### src/shared/dpt_pkg.sv
// constants and types shared by the two-wire potentiometer control slave
// assumes a single core clock; bus pins are sampled into it
package dpt_pkg;
  localparam logic [4:0] DPT_ADDR_HI        = 5'h0B;
  localparam logic [7:0] DPT_WIPER_MID      = 8'h80;
  localparam int         DPT_INSTR_CH_POS   = 7;
  localparam int         DPT_INSTR_MID_POS  = 6;
  localparam int         DPT_INSTR_OFF_POS  = 5;
  localparam int         DPT_INSTR_OUT2_POS = 4;
  localparam int         DPT_INSTR_OUT1_POS = 3;
  localparam logic [3:0] DPT_BIT_LAST       = 4'h7;
  localparam logic [3:0] DPT_BIT_ACK        = 4'h8;
  // count loaded at a start; the clock fall that closes the start wraps it to 0
  localparam logic [3:0] DPT_BIT_PRE        = 4'hF;
  localparam int         DPT_SYNC_STAGES    = 2;

  typedef enum logic [2:0] {
    DPT_IDLE,
    DPT_ADDR,
    DPT_INSTR,
    DPT_WDATA,
    DPT_RDATA,
    DPT_IGNORE
  } dpt_phase_t;
endpackage
### src/hw/dpt_pin_sync.sv
// two-flop synchroniser with edge flags for the bus pins
// assumes pins are asynchronous to core_clk
`timescale 1ns/1ps
`default_nettype none
module dpt_pin_sync
  import dpt_pkg::*;
(
  input  wire logic core_clk,
  input  wire logic rst,
  input  wire logic pin_in,
  output logic      level,
  output logic      rise,
  output logic      fall
);
  typedef struct packed {
    logic [DPT_SYNC_STAGES-1:0] sync;
    logic                       prev;
  } dpt_sync_state_t;

  dpt_sync_state_t s_q, s_d;

  always_comb begin
    s_d      = s_q;
    s_d.sync = {s_q.sync[0], pin_in};
    s_d.prev = s_q.sync[1];
  end

  always_ff @(posedge core_clk or posedge rst) begin
    if (rst) begin
      s_q <= '{sync: '1, prev: 1'b1};
    end else begin
      s_q <= s_d;
    end
  end

  assign level = s_q.sync[1];
  assign rise  = s_q.sync[1] & ~s_q.prev;
  assign fall  = ~s_q.sync[1] & s_q.prev;
endmodule
`default_nettype wire

### src/hw/dpt_slave.sv
// two-wire slave and control logic for a one- or two-channel digital potentiometer
// assumes external pull-ups on the bus; sda_oe_n low means sda is pulled low
`timescale 1ns/1ps
`default_nettype none
module dpt_slave
  import dpt_pkg::*;
#(
  parameter bit DUAL_CHANNEL = 1'b1
)(
  input  wire logic       core_clk,
  input  wire logic       rst,
  input  wire logic       scl_in,
  input  wire logic       sda_in,
  output logic            sda_out,
  output logic            sda_oe_n,
  input  wire logic       addr_select_pin0,
  input  wire logic       addr_select_pin1,
  input  wire logic       shutdown_pin_n,
  output logic [7:0]      wiper_register_first,
  output logic [7:0]      wiper_register_second,
  output logic            shutdown_first,
  output logic            shutdown_second,
  output logic            logic_out_first,
  output logic            logic_out_second
);
  typedef struct packed {
    dpt_phase_t  phase;
    logic [3:0]  bit_cnt;
    logic [7:0]  shift;
    logic        ack_drive;
    logic        tx_bit;
    logic        tx_en;
    logic        rd_nack;
    logic        chan_sel;
    logic        shutdown_bit;
    logic        logic_out_first;
    logic        logic_out_second;
    logic [7:0]  wiper0;
    logic [7:0]  wiper1;
  } dpt_state_t;

  dpt_state_t s_q, s_d;
  logic scl_lvl, scl_rise, scl_fall;
  logic sda_lvl, sda_rise, sda_fall;
  logic start_ev, stop_ev;
  logic [6:0] own_addr;

  ////////////////////////////////////////////////////////////////////
  dpt_pin_sync u_scl (
    .core_clk (core_clk),
    .rst      (rst),
    .pin_in   (scl_in),
    .level    (scl_lvl),
    .rise     (scl_rise),
    .fall     (scl_fall)
  );

  dpt_pin_sync u_sda (
    .core_clk (core_clk),
    .rst      (rst),
    .pin_in   (sda_in),
    .level    (sda_lvl),
    .rise     (sda_rise),
    .fall     (sda_fall)
  );

  // single-channel parts fold the channel bit onto wiper 0
  function automatic logic eff_chan(input logic sel);
    eff_chan = DUAL_CHANNEL ? sel : 1'b0;
  endfunction

  function automatic logic [7:0] sel_wiper(input dpt_state_t st);
    sel_wiper = eff_chan(st.chan_sel) ? st.wiper1 : st.wiper0;
  endfunction

  assign own_addr = {DPT_ADDR_HI, addr_select_pin1, addr_select_pin0};
  assign start_ev = sda_fall & scl_lvl;
  assign stop_ev  = sda_rise & scl_lvl;

  ////////////////////////////////////////////////////////////////////
  always_comb begin
    logic [7:0] byte_in;
    logic [7:0] cur_wiper;
    byte_in = {s_q.shift[6:0], sda_lvl};
    cur_wiper = sel_wiper(s_q);
    s_d     = s_q;
    if (start_ev) begin
      s_d.phase     = DPT_ADDR;
      s_d.bit_cnt   = DPT_BIT_PRE;
      s_d.ack_drive = 1'b0;
      s_d.tx_en     = 1'b0;
    end else if (stop_ev) begin
      s_d.phase     = DPT_IDLE;
      s_d.ack_drive = 1'b0;
      s_d.tx_en     = 1'b0;
    end else if (scl_rise) begin
      case (s_q.phase)
        DPT_ADDR, DPT_INSTR, DPT_WDATA: begin
          if (s_q.bit_cnt <= DPT_BIT_LAST) begin
            s_d.shift = byte_in;
          end
        end
        DPT_RDATA: begin
          if (s_q.bit_cnt == DPT_BIT_ACK) begin
            s_d.rd_nack = sda_lvl;
          end
        end
        default: begin
        end
      endcase
    end else if (scl_fall) begin
      // data line changes happen just after clock falls, apart from the release at a start or stop
      s_d.ack_drive = 1'b0;
      s_d.tx_en     = 1'b0;
      s_d.bit_cnt   = s_q.bit_cnt + 4'h1;
      case (s_q.phase)
        DPT_ADDR: begin
          if (s_q.bit_cnt == DPT_BIT_LAST) begin
            if (s_q.shift[7:1] == own_addr) begin
              s_d.ack_drive = 1'b1;
            end else begin
              s_d.phase = DPT_IGNORE;
            end
          end else if (s_q.bit_cnt == DPT_BIT_ACK) begin
            s_d.bit_cnt = '0;
            if (s_q.shift[0]) begin
              s_d.phase  = DPT_RDATA;
              s_d.shift  = cur_wiper;
              s_d.tx_en  = 1'b1;
              s_d.tx_bit = cur_wiper[7];
            end else begin
              s_d.phase = DPT_INSTR;
            end
          end
        end
        DPT_INSTR, DPT_WDATA: begin
          if (s_q.bit_cnt == DPT_BIT_LAST) begin
            s_d.ack_drive = 1'b1;
          end else if (s_q.bit_cnt == DPT_BIT_ACK) begin
            s_d.bit_cnt = '0;
            s_d.phase   = DPT_WDATA;
          end
        end
        DPT_RDATA: begin
          if (s_q.bit_cnt < DPT_BIT_LAST) begin
            s_d.tx_en  = 1'b1;
            s_d.tx_bit = s_q.shift[6 - s_q.bit_cnt[2:0]];
          end else if (s_q.bit_cnt == DPT_BIT_ACK) begin
            s_d.bit_cnt = '0;
            if (!s_q.rd_nack) begin
              s_d.shift  = cur_wiper;
              s_d.tx_en  = 1'b1;
              s_d.tx_bit = cur_wiper[7];
            end else begin
              s_d.phase = DPT_IGNORE;
            end
          end
        end
        default: begin
          s_d.bit_cnt = s_q.bit_cnt;
        end
      endcase
      // apply the byte acknowledged on the ninth clock just ended
      if (s_q.bit_cnt == DPT_BIT_ACK && s_q.phase == DPT_INSTR) begin
        s_d.chan_sel         = s_q.shift[DPT_INSTR_CH_POS];
        s_d.shutdown_bit     = s_q.shift[DPT_INSTR_OFF_POS];
        s_d.logic_out_second = s_q.shift[DPT_INSTR_OUT2_POS];
        s_d.logic_out_first  = s_q.shift[DPT_INSTR_OUT1_POS];
        if (s_q.shift[DPT_INSTR_MID_POS]) begin
          if (eff_chan(s_q.shift[DPT_INSTR_CH_POS])) begin
            s_d.wiper1 = DPT_WIPER_MID;
          end else begin
            s_d.wiper0 = DPT_WIPER_MID;
          end
        end
      end
      if (s_q.bit_cnt == DPT_BIT_ACK && s_q.phase == DPT_WDATA) begin
        if (eff_chan(s_q.chan_sel)) begin
          s_d.wiper1 = s_q.shift;
        end else begin
          s_d.wiper0 = s_q.shift;
        end
      end
    end
  end

  always_ff @(posedge core_clk or posedge rst) begin
    if (rst) begin
      s_q <= '{phase: DPT_IDLE, bit_cnt: '0, shift: '0, ack_drive: 1'b0,
               tx_bit: 1'b1, tx_en: 1'b0, rd_nack: 1'b0, chan_sel: 1'b0,
               shutdown_bit: 1'b0, logic_out_first: 1'b0, logic_out_second: 1'b0,
               wiper0: DPT_WIPER_MID, wiper1: DPT_WIPER_MID};
    end else begin
      s_q <= s_d;
    end
  end

  ////////////////////////////////////////////////////////////////////
  // open drain: only ever drive low
  assign sda_out  = 1'b0;
  assign sda_oe_n = ~(s_q.ack_drive | (s_q.tx_en & ~s_q.tx_bit));

  assign wiper_register_first  = s_q.wiper0;
  assign wiper_register_second = s_q.wiper1;
  // pin path is combinational so it acts without the clock
  assign shutdown_first  = ~shutdown_pin_n | (s_q.shutdown_bit & ~eff_chan(s_q.chan_sel));
  assign shutdown_second = ~shutdown_pin_n | (s_q.shutdown_bit & eff_chan(s_q.chan_sel));
  assign logic_out_first  = s_q.logic_out_first;
  assign logic_out_second = s_q.logic_out_second;
endmodule
`default_nettype wire

### config.mk
export PLATFORM = sky130hd
export DESIGN_NAME = dpt_slave
export DESIGN_NICKNAME = d
export VERILOG_FILES = /design/src/shared/dpt_pkg.sv /design/src/hw/dpt_pin_sync.sv /design/src/hw/dpt_slave.sv
export SDC_FILE = /design/constraint.sdc
export NUM_CORES = 1
export LEC_CHECK = 0
export BUFFER_PORTS_ARGS = -buffer_cell sky130_fd_sc_hd__buf_2
export CAP_MARGIN = 10
export CORE_ASPECT_RATIO = 0.7
export CORE_MARGIN = 4
export CORE_UTILIZATION = 40
export DETAILED_ROUTE_END_ITERATION = 12
export PLACE_DENSITY = 0.64
export SLEW_MARGIN = 10
export SYNTH_ARGS = -nofsm -noshare
export SYNTH_HDL_FRONTEND = slang
export SYNTH_SLANG_ARGS = --single-unit
### constraint.sdc
create_clock -name core_clk -period 3.4 [get_ports core_clk]
set_clock_uncertainty 0.05 [all_clocks]
set_input_delay 0.68 -clock core_clk [delete_from_list [all_inputs] [get_ports core_clk]]
set_output_delay 0.68 -clock core_clk [all_outputs]
set_load 0.03 [all_outputs]
==> results.md, run 1 <==
* DRC violations left at 0
* Clk sinks at 45
* # H-tree levels at 2
* Register bit count reported by yosys at 45
* # setup viols final at 0
* Min-Delay Path Class: reg -> reg
* CTS buffer count at 5
* Number of setup buffers added after CTS at 0
* Die height at 75.41 um
* PD cells at 482.6 nW/um^2
* Initial Utilization at 41.37%
* First-pass GRT wire length at 9853 um
* Post-route cell area at 2763 sq um
* Wire length per cell at 17.56 um
* CTS Buffer Depth at 2
* I/O Buffers at 27
* Initial antenna violation count at 0
* Setup crit end kind: flop
* Clock-pin slew on the worst setup and hold paths at 0.08 ns
* DRT iter0 DRCs at 148
* Hold buffers post-CTS at 0
* CTS tree: done
* # diodes at 0
* Multi-input logic area at 1235 sq um
* Width of the die at 104.3 um
* Worst IR Drop VDD at 0.2231 mV
* GRT Resource Usage Total at 15.76%
* Io pins at 29
* Leakage power at 1.219 nW
* Yosys top cell by area: dfrtp_1
* Die area at 7864 sq um
* Peak fanout along the critical path at 16
* Max reg flops at 21
* Sw Pwr at 0.4045 mW
* Area Overhead vs Synth at 6.410%
* Status: finished clean
* Worst slew pin tran at 0.9343 ns
* Row cnt at 24
* Post-DRT Antenna Nets at 0
* Core ar. at 6276 sq um
* Register area at 1137 sq um
* Post-CTS sizing at 0
* Synth top area cells: dfrtp_1, dfstp_2, mux2i_1
* Final Wtd Congestion at 0.9724
* Fin crit share at 84.28%
* Congestion Overflow GR at 0
* Sequential area share after synthesis at 43.81%
* RSZ-0062 raised after global routing: no
* Arrival @ worst endpoint at 2.99 ns
* Worst hold start: u_scl.s_d[2]
* Vias in the first global route at 1854
* Final nets at 272
* Slew Limit Fails at 0
* Worst skew pair latency at 0.29 ns
* Routed wire length at 5972 um
* EDFF count, synth at 0
* Hold WS at 0.3096 ns
* Clock share of power at 30.8%
* CP startpoint kind: flop
* Synth warnings at 0
* Layout cells sized above 1 at 24.43%
* Logic gate share of total power at 18.8%
* Max Cap Viol at 0
* Post-synthesis cell area at 2596 sq um
* Post-synth net total at 268
* CP Data Required Time at 3.53 ns
* DR vias at 1911
* Max frequency at 349.0 MHz
* 1st-pass router iterations at 4
* Unique masters post-synth at 52
* Worst r2r src: u_scl.s_q[0]
* Post-Syn Area per Cell at 10.10 sq um
* Fin. Hold Viols at 0
* Pint at 0.9289 mW
* Slew HR at 37.62%
* Ys async rst share at 100.0%
* Worst Setup SP: u_scl.s_q[0]
* Largest net degree at the start of global routing at 46
* Post-synth top flop: dfrtp_1
* Root Buffer: clkbuf_8
* Final Critical Period at 2.866 ns
* Placed cell area at 2646 sq um
* Filler cells at 620
* Kind of critical path: reg -> reg
* Synth top area share at 34.70%
* Setup TNS at 0 ns
* Synth Instances at 257
* Reg power frac at 50.3%
* Via density at 5.621
* Hpwl dp at 4368 um
* Sw frac at 30.33%
* Reg with most FFs: s_q
power by group through the flow:
stage	clock (mW)	combinational, mW	sequential (mW)
3_5_place_dp	0	0.251	0.679
3_3_place_gp	0	0.247	0.677
2_1_floorplan	0	0.261	0.606
5_1_grt	0.446	0.284	0.681
6_report	0.411	0.251	0.671
4_1_cts	0.423	0.252	0.669
through the flow:
stage / util (%) / worst slack, ns / cells / power (mW)
final: 44.02 / 0.5344 / 340 / 1.333
after global routing: 44.02 / 0.3545 / 340 / 1.410
after CTS: 44.02 / 0.5353 / 340 / 1.344
after detailed placement: 42.17 / 0.5636 / 332 / 0.9305
after global placement: 42.17 / 0.6441 / 332 / 0.9240
after floorplan: - / 0.9468 / 257 / 0.8671
layout by cell type (no fill, tap or decap), types with 3 or more instances in the layout:
cell and n:
o211ai_1 3, buf_2 27, dfrtp_1 36, nor2_1 15, nor3_1 5, nand3b_1 6, mux2i_1 14, a22o_1 14
inv_1 10, ha_1 4, o21a_1 4, mux2_2 12, nand3_1 4, a22oi_1 4, a21oi_1 9, nand2_1 21
o21ai_0 13, nor3b_1 3, dfstp_2 9, nor2b_1 5, clkbuf_8 6
worst max-delay path: stages (launching register included):
cell	delay, ns
dfstp_2	0.55
inv_1	0.06
ha_1	0.37
or3b_2	0.58
nor3_4	0.41
o31ai_2	0.18
o21ai_0	0.20
mux2_2	0.35
cell type report:
| class | instances | share of cell area [%] |
|---|---|---|
| Multi-Input combinational cell | 171 | 44.70 |
| Sequential cell | 45 | 41.17 |
| Timing Repair Buffer | 27 | 4.891 |
| Tap cell | 78 | 3.533 |
| Clock buffer | 7 | 3.125 |
| Inverter | 11 | 1.495 |
| Clock inverter | 1 | 1.087 |
logic make-up after synthesis:
| kind of cell | after synthesis | share of synthesized area (%) |
|---|---|---|
| xor gates and xnor gates | 2 | 0.6748 |
| AOI/OAI and AO/OA | 63 | 17.78 |
| buffers and inverters | 41 | 8.626 |
| muxes | 27 | 11.47 |
| DFF | 45 | 43.81 |
| other | 1 | 0.1444 |
| and+or+nand+nor | 74 | 15.57 |
| adders and majority gates | 4 | 1.928 |
worst paths after layout:
check	cells after the start	end	slack (ns)
setup / recovery	7	s_q[36]	0.53
hold / removal	0	u_scl.level	0.31
setup reg to reg	7	s_q[36]	0.53
hold reg to reg	0	u_scl.level	0.31
max in group asynchronous	2	s_q[31]	2.17
min in group asynchronous	2	logic_out_second	0.54
routing by layer:
layer,up-vias,routed length (um),track usage [%]
li1,919,-,-
met2,46,2386,22.39
met4,0,14,2.212
met1,944,3232,24.53
met3,2,339,3.980
met5,-,0,0
Yosys cell counts, types with 4 or more instances:
| library cell | instances |
|---|---|
| o21ai_0 | 13 |
| dfrtp_1 | 36 |
| o21a_1 | 4 |
| a21oi_1 | 9 |
| inv_1 | 11 |
| mux2i_1 | 14 |
| clkbuf_1 | 9 |
| a22o_1 | 14 |
| ha_1 | 4 |
| buf_4 | 18 |
| nand3_1 | 4 |
| nor2b_1 | 5 |
| nand2_1 | 21 |
| a22oi_1 | 4 |
| nor3_1 | 5 |
| mux2_2 | 12 |
| nor2_1 | 15 |
| nand3b_1 | 6 |
| dfstp_2 | 9 |
No activity file was read; power rests on OpenSTA's default activity.
==> run 2, diff against run 1 <==
==> constraint.sdc (replaced) <==
create_clock -name core_clk -period 2.9 [get_ports core_clk]
set_clock_uncertainty 0.05 [all_clocks]
set_input_delay 0.58 -clock core_clk [delete_from_list [all_inputs] [get_ports core_clk]]
set_output_delay 0.58 -clock core_clk [all_outputs]
set_load 0.03 [all_outputs]
==> results.md, run 2 (synthesis gave the netlist of run 1 again) <==
* Number of setup buffers added after CTS at 0 (unchanged)
* DR vias at 1961 (+2.6%)
* Status: finished clean
* Congestion Overflow GR at 0 (unchanged)
* Hold Path Sink: u_sda.level
* Io pins at 29 (unchanged)
* Peak fanout along the critical path at 15 (-1)
* CTS Buffer Depth at 2 (unchanged)
* Worst hold start: u_sda.s_d[2]
* Fin cells at 343 (+0.88%)
* DRC violations left at 0 (unchanged)
* Final core occ at 44.14% (+0.12 points)
* Setup WS pre-CTS at 0.5026 ns (-0.06102 ns)
* CP Data Required Time at 3.03 ns (-0.50 ns)
* Max stage delay cell, worst path: dfrtp_1
* Layout cells sized above 1 at 25.66% (+1.2 points)
* # setup viols final at 0 (unchanged)
* Leakage power at 1.231 nW (+0.97%)
* Min-Delay Path Class: reg -> reg
* Final nets at 275 (+1.1%)
* Worst slew pin tran at 0.9281 ns (-0.006271 ns)
* CP cell instances: or3b_1 -> a2111o_1 -> a211oi_2 -> o41ai_2 -> mux2_2
* Row cnt at 24 (unchanged)
* Kind of critical path: reg -> reg
* Clock-pin slew on the worst setup and hold paths at 0.08 ns (about the same)
* Die height at 75.41 um (unchanged)
* Initial Utilization at 41.37% (unchanged)
* Fin. Hold Viols at 0 (unchanged)
* Worst IR Drop VDD at 0.2658 mV (+19%)
* Core ar. at 6276 sq um (unchanged)
* CP delay by family, top: compound AO/OA/AOI/OAI gates
* Hpwl dp at 4316 um (-1.2%)
* Reg-to-Reg End: s_q[28]
* Routed wire length at 5842 um (-2.2%)
* PD cells at 542.7 nW/um^2 (+12%)
* GRT Resource Usage Total at 15.72% (-0.041 points)
* Slew HR at 38.04% (+0.42 points)
* Hold Path Depth at 0 (unchanged)
* First-pass GRT wire length at 9791 um (-0.63%)
* Clk sinks at 45 (unchanged)
* Vias in the first global route at 1873 (+1.0%)
* Max reg flops at 21 (unchanged)
* # placed instances at 335 (+0.90%)
* WP buf/inv at 0 (-1)
* Wire length per cell at 17.03 um (-3.0%)
* Hold buffers post-CTS at 0 (unchanged)
* Die area at 7864 sq um (unchanged)
* Post-DRT Antenna Nets at 0 (unchanged)
* Root Buffer: clkbuf_8
* Arrival @ worst endpoint at 2.56 ns (-0.43 ns)
* # H-tree levels at 2 (unchanged)
* Setup TNS at 0 ns (unchanged)
* Max Cap Viol at 0 (unchanged)
* # diodes at 0 (unchanged)
* R2R depth at 5 (-2)
* Initial antenna violation count at 0 (unchanged)
* CTS tree: done
* I/O Buffers at 27 (unchanged)
* Most frequent cells in the layout: dfrtp_1, buf_2, nand2_1
* Reg with most FFs: s_q
* Final setup margin at 0.4727 ns (-0.06175 ns)
* Max frequency at 412.0 MHz (+18%)
* Area Overhead vs Synth at 6.699%
* Largest net degree at the start of global routing at 46 (unchanged)
* Slew Limit Fails at 0 (unchanged)
* Worst skew pair latency at 0.29 ns (about the same)
* Worst r2r src: s_q[36]
* Width of the die at 104.3 um (unchanged)
* 1st-pass router iterations at 5 (+1)
* Setup crit end kind: flop
* Fin crit share at 83.70% (-0.58 points)
* Final Wtd Congestion at 0.8523 (-12%)
* Most common cell after layout, fill and taps aside: dfrtp_1
* CP startpoint kind: flop
* RSZ-0062 raised after global routing: no
* CTS buffer count at 5 (unchanged)
* Post-CTS sizing at 0 (unchanged)
* Final Critical Period at 2.427 ns (-0.4383 ns)
* R2R setup slack at 0.47 ns (-0.06 ns)
* Via density at 5.717 (+1.7%)
* Delay of the slowest critical-path stage at 0.55 ns (-0.03 ns)
* DRT iter0 DRCs at 115 (-22%)
[run 2: cell count changes in the layout (fill, tap and decap cells not counted)]
cell	change
buf_4	+3
clkbuf_8	+1
bufinv_16	-1
clkinv_2	+1
clkbuf_1	-1
[run 2: final cells by class]
class	count	area (sq um)
Sequential cell	45	1137
Multi-Input combinational cell	171	1235
Clock buffer	7	96.34
Inverter	11	41.29
Fill cell	622	3506
Clock inverter	1	5.005
Timing Repair Buffer	30	157.7
Tap cell	78	97.59
[run 2: how the worst max path moves through the flow]
| stage | start | to | slack, ns | cells after the start |
|---|---|---|---|---|
| floorplan | u_scl.s_q[0] | s_q[36] | 0.45 | 7 |
| global placement | u_scl.s_q[0] | s_q[36] | 0.54 | 7 |
| detailed placement | s_q[36] | s_q[28] | 0.50 | 5 |
| CTS | s_q[36] | s_q[28] | 0.48 | 5 |
| global route | s_q[36] | s_q[26] | 0.36 | 5 |
| finish | s_q[36] | s_q[28] | 0.47 | 5 |
[run 2: through the flow]
| step | hold WS [ns] | power [mW] | cell area (sq um) |
|---|---|---|---|
| CTS | 0.3109 | 1.508 | 2770 |
| finish | 0.3085 | 1.503 | 2770 |
| global placement | 0.2964 | 1.085 | 2669 |
| floorplan | 0.2952 | 1.017 | 2596 |
| global route | 0.3132 | 1.583 | 2770 |
| detailed placement | 0.2985 | 1.085 | 2669 |
[run 2: power by group]
group / switching, mW / internal (mW)
clock: 0.207 / 0.215
combinational: 0.162 / 0.132
sequential: 0.109 / 0.677
[run 2: per-layer routing]
metal | wire length, um | global-route usage, % | up-vias
met5 | 0 | 0 | -
met4 | 64 | 4.130 | 0
met3 | 550 | 4.149 | 7
met2 | 2239 | 21.24 | 98
met1 | 2988 | 24.47 | 941
li1 | - | - | 915
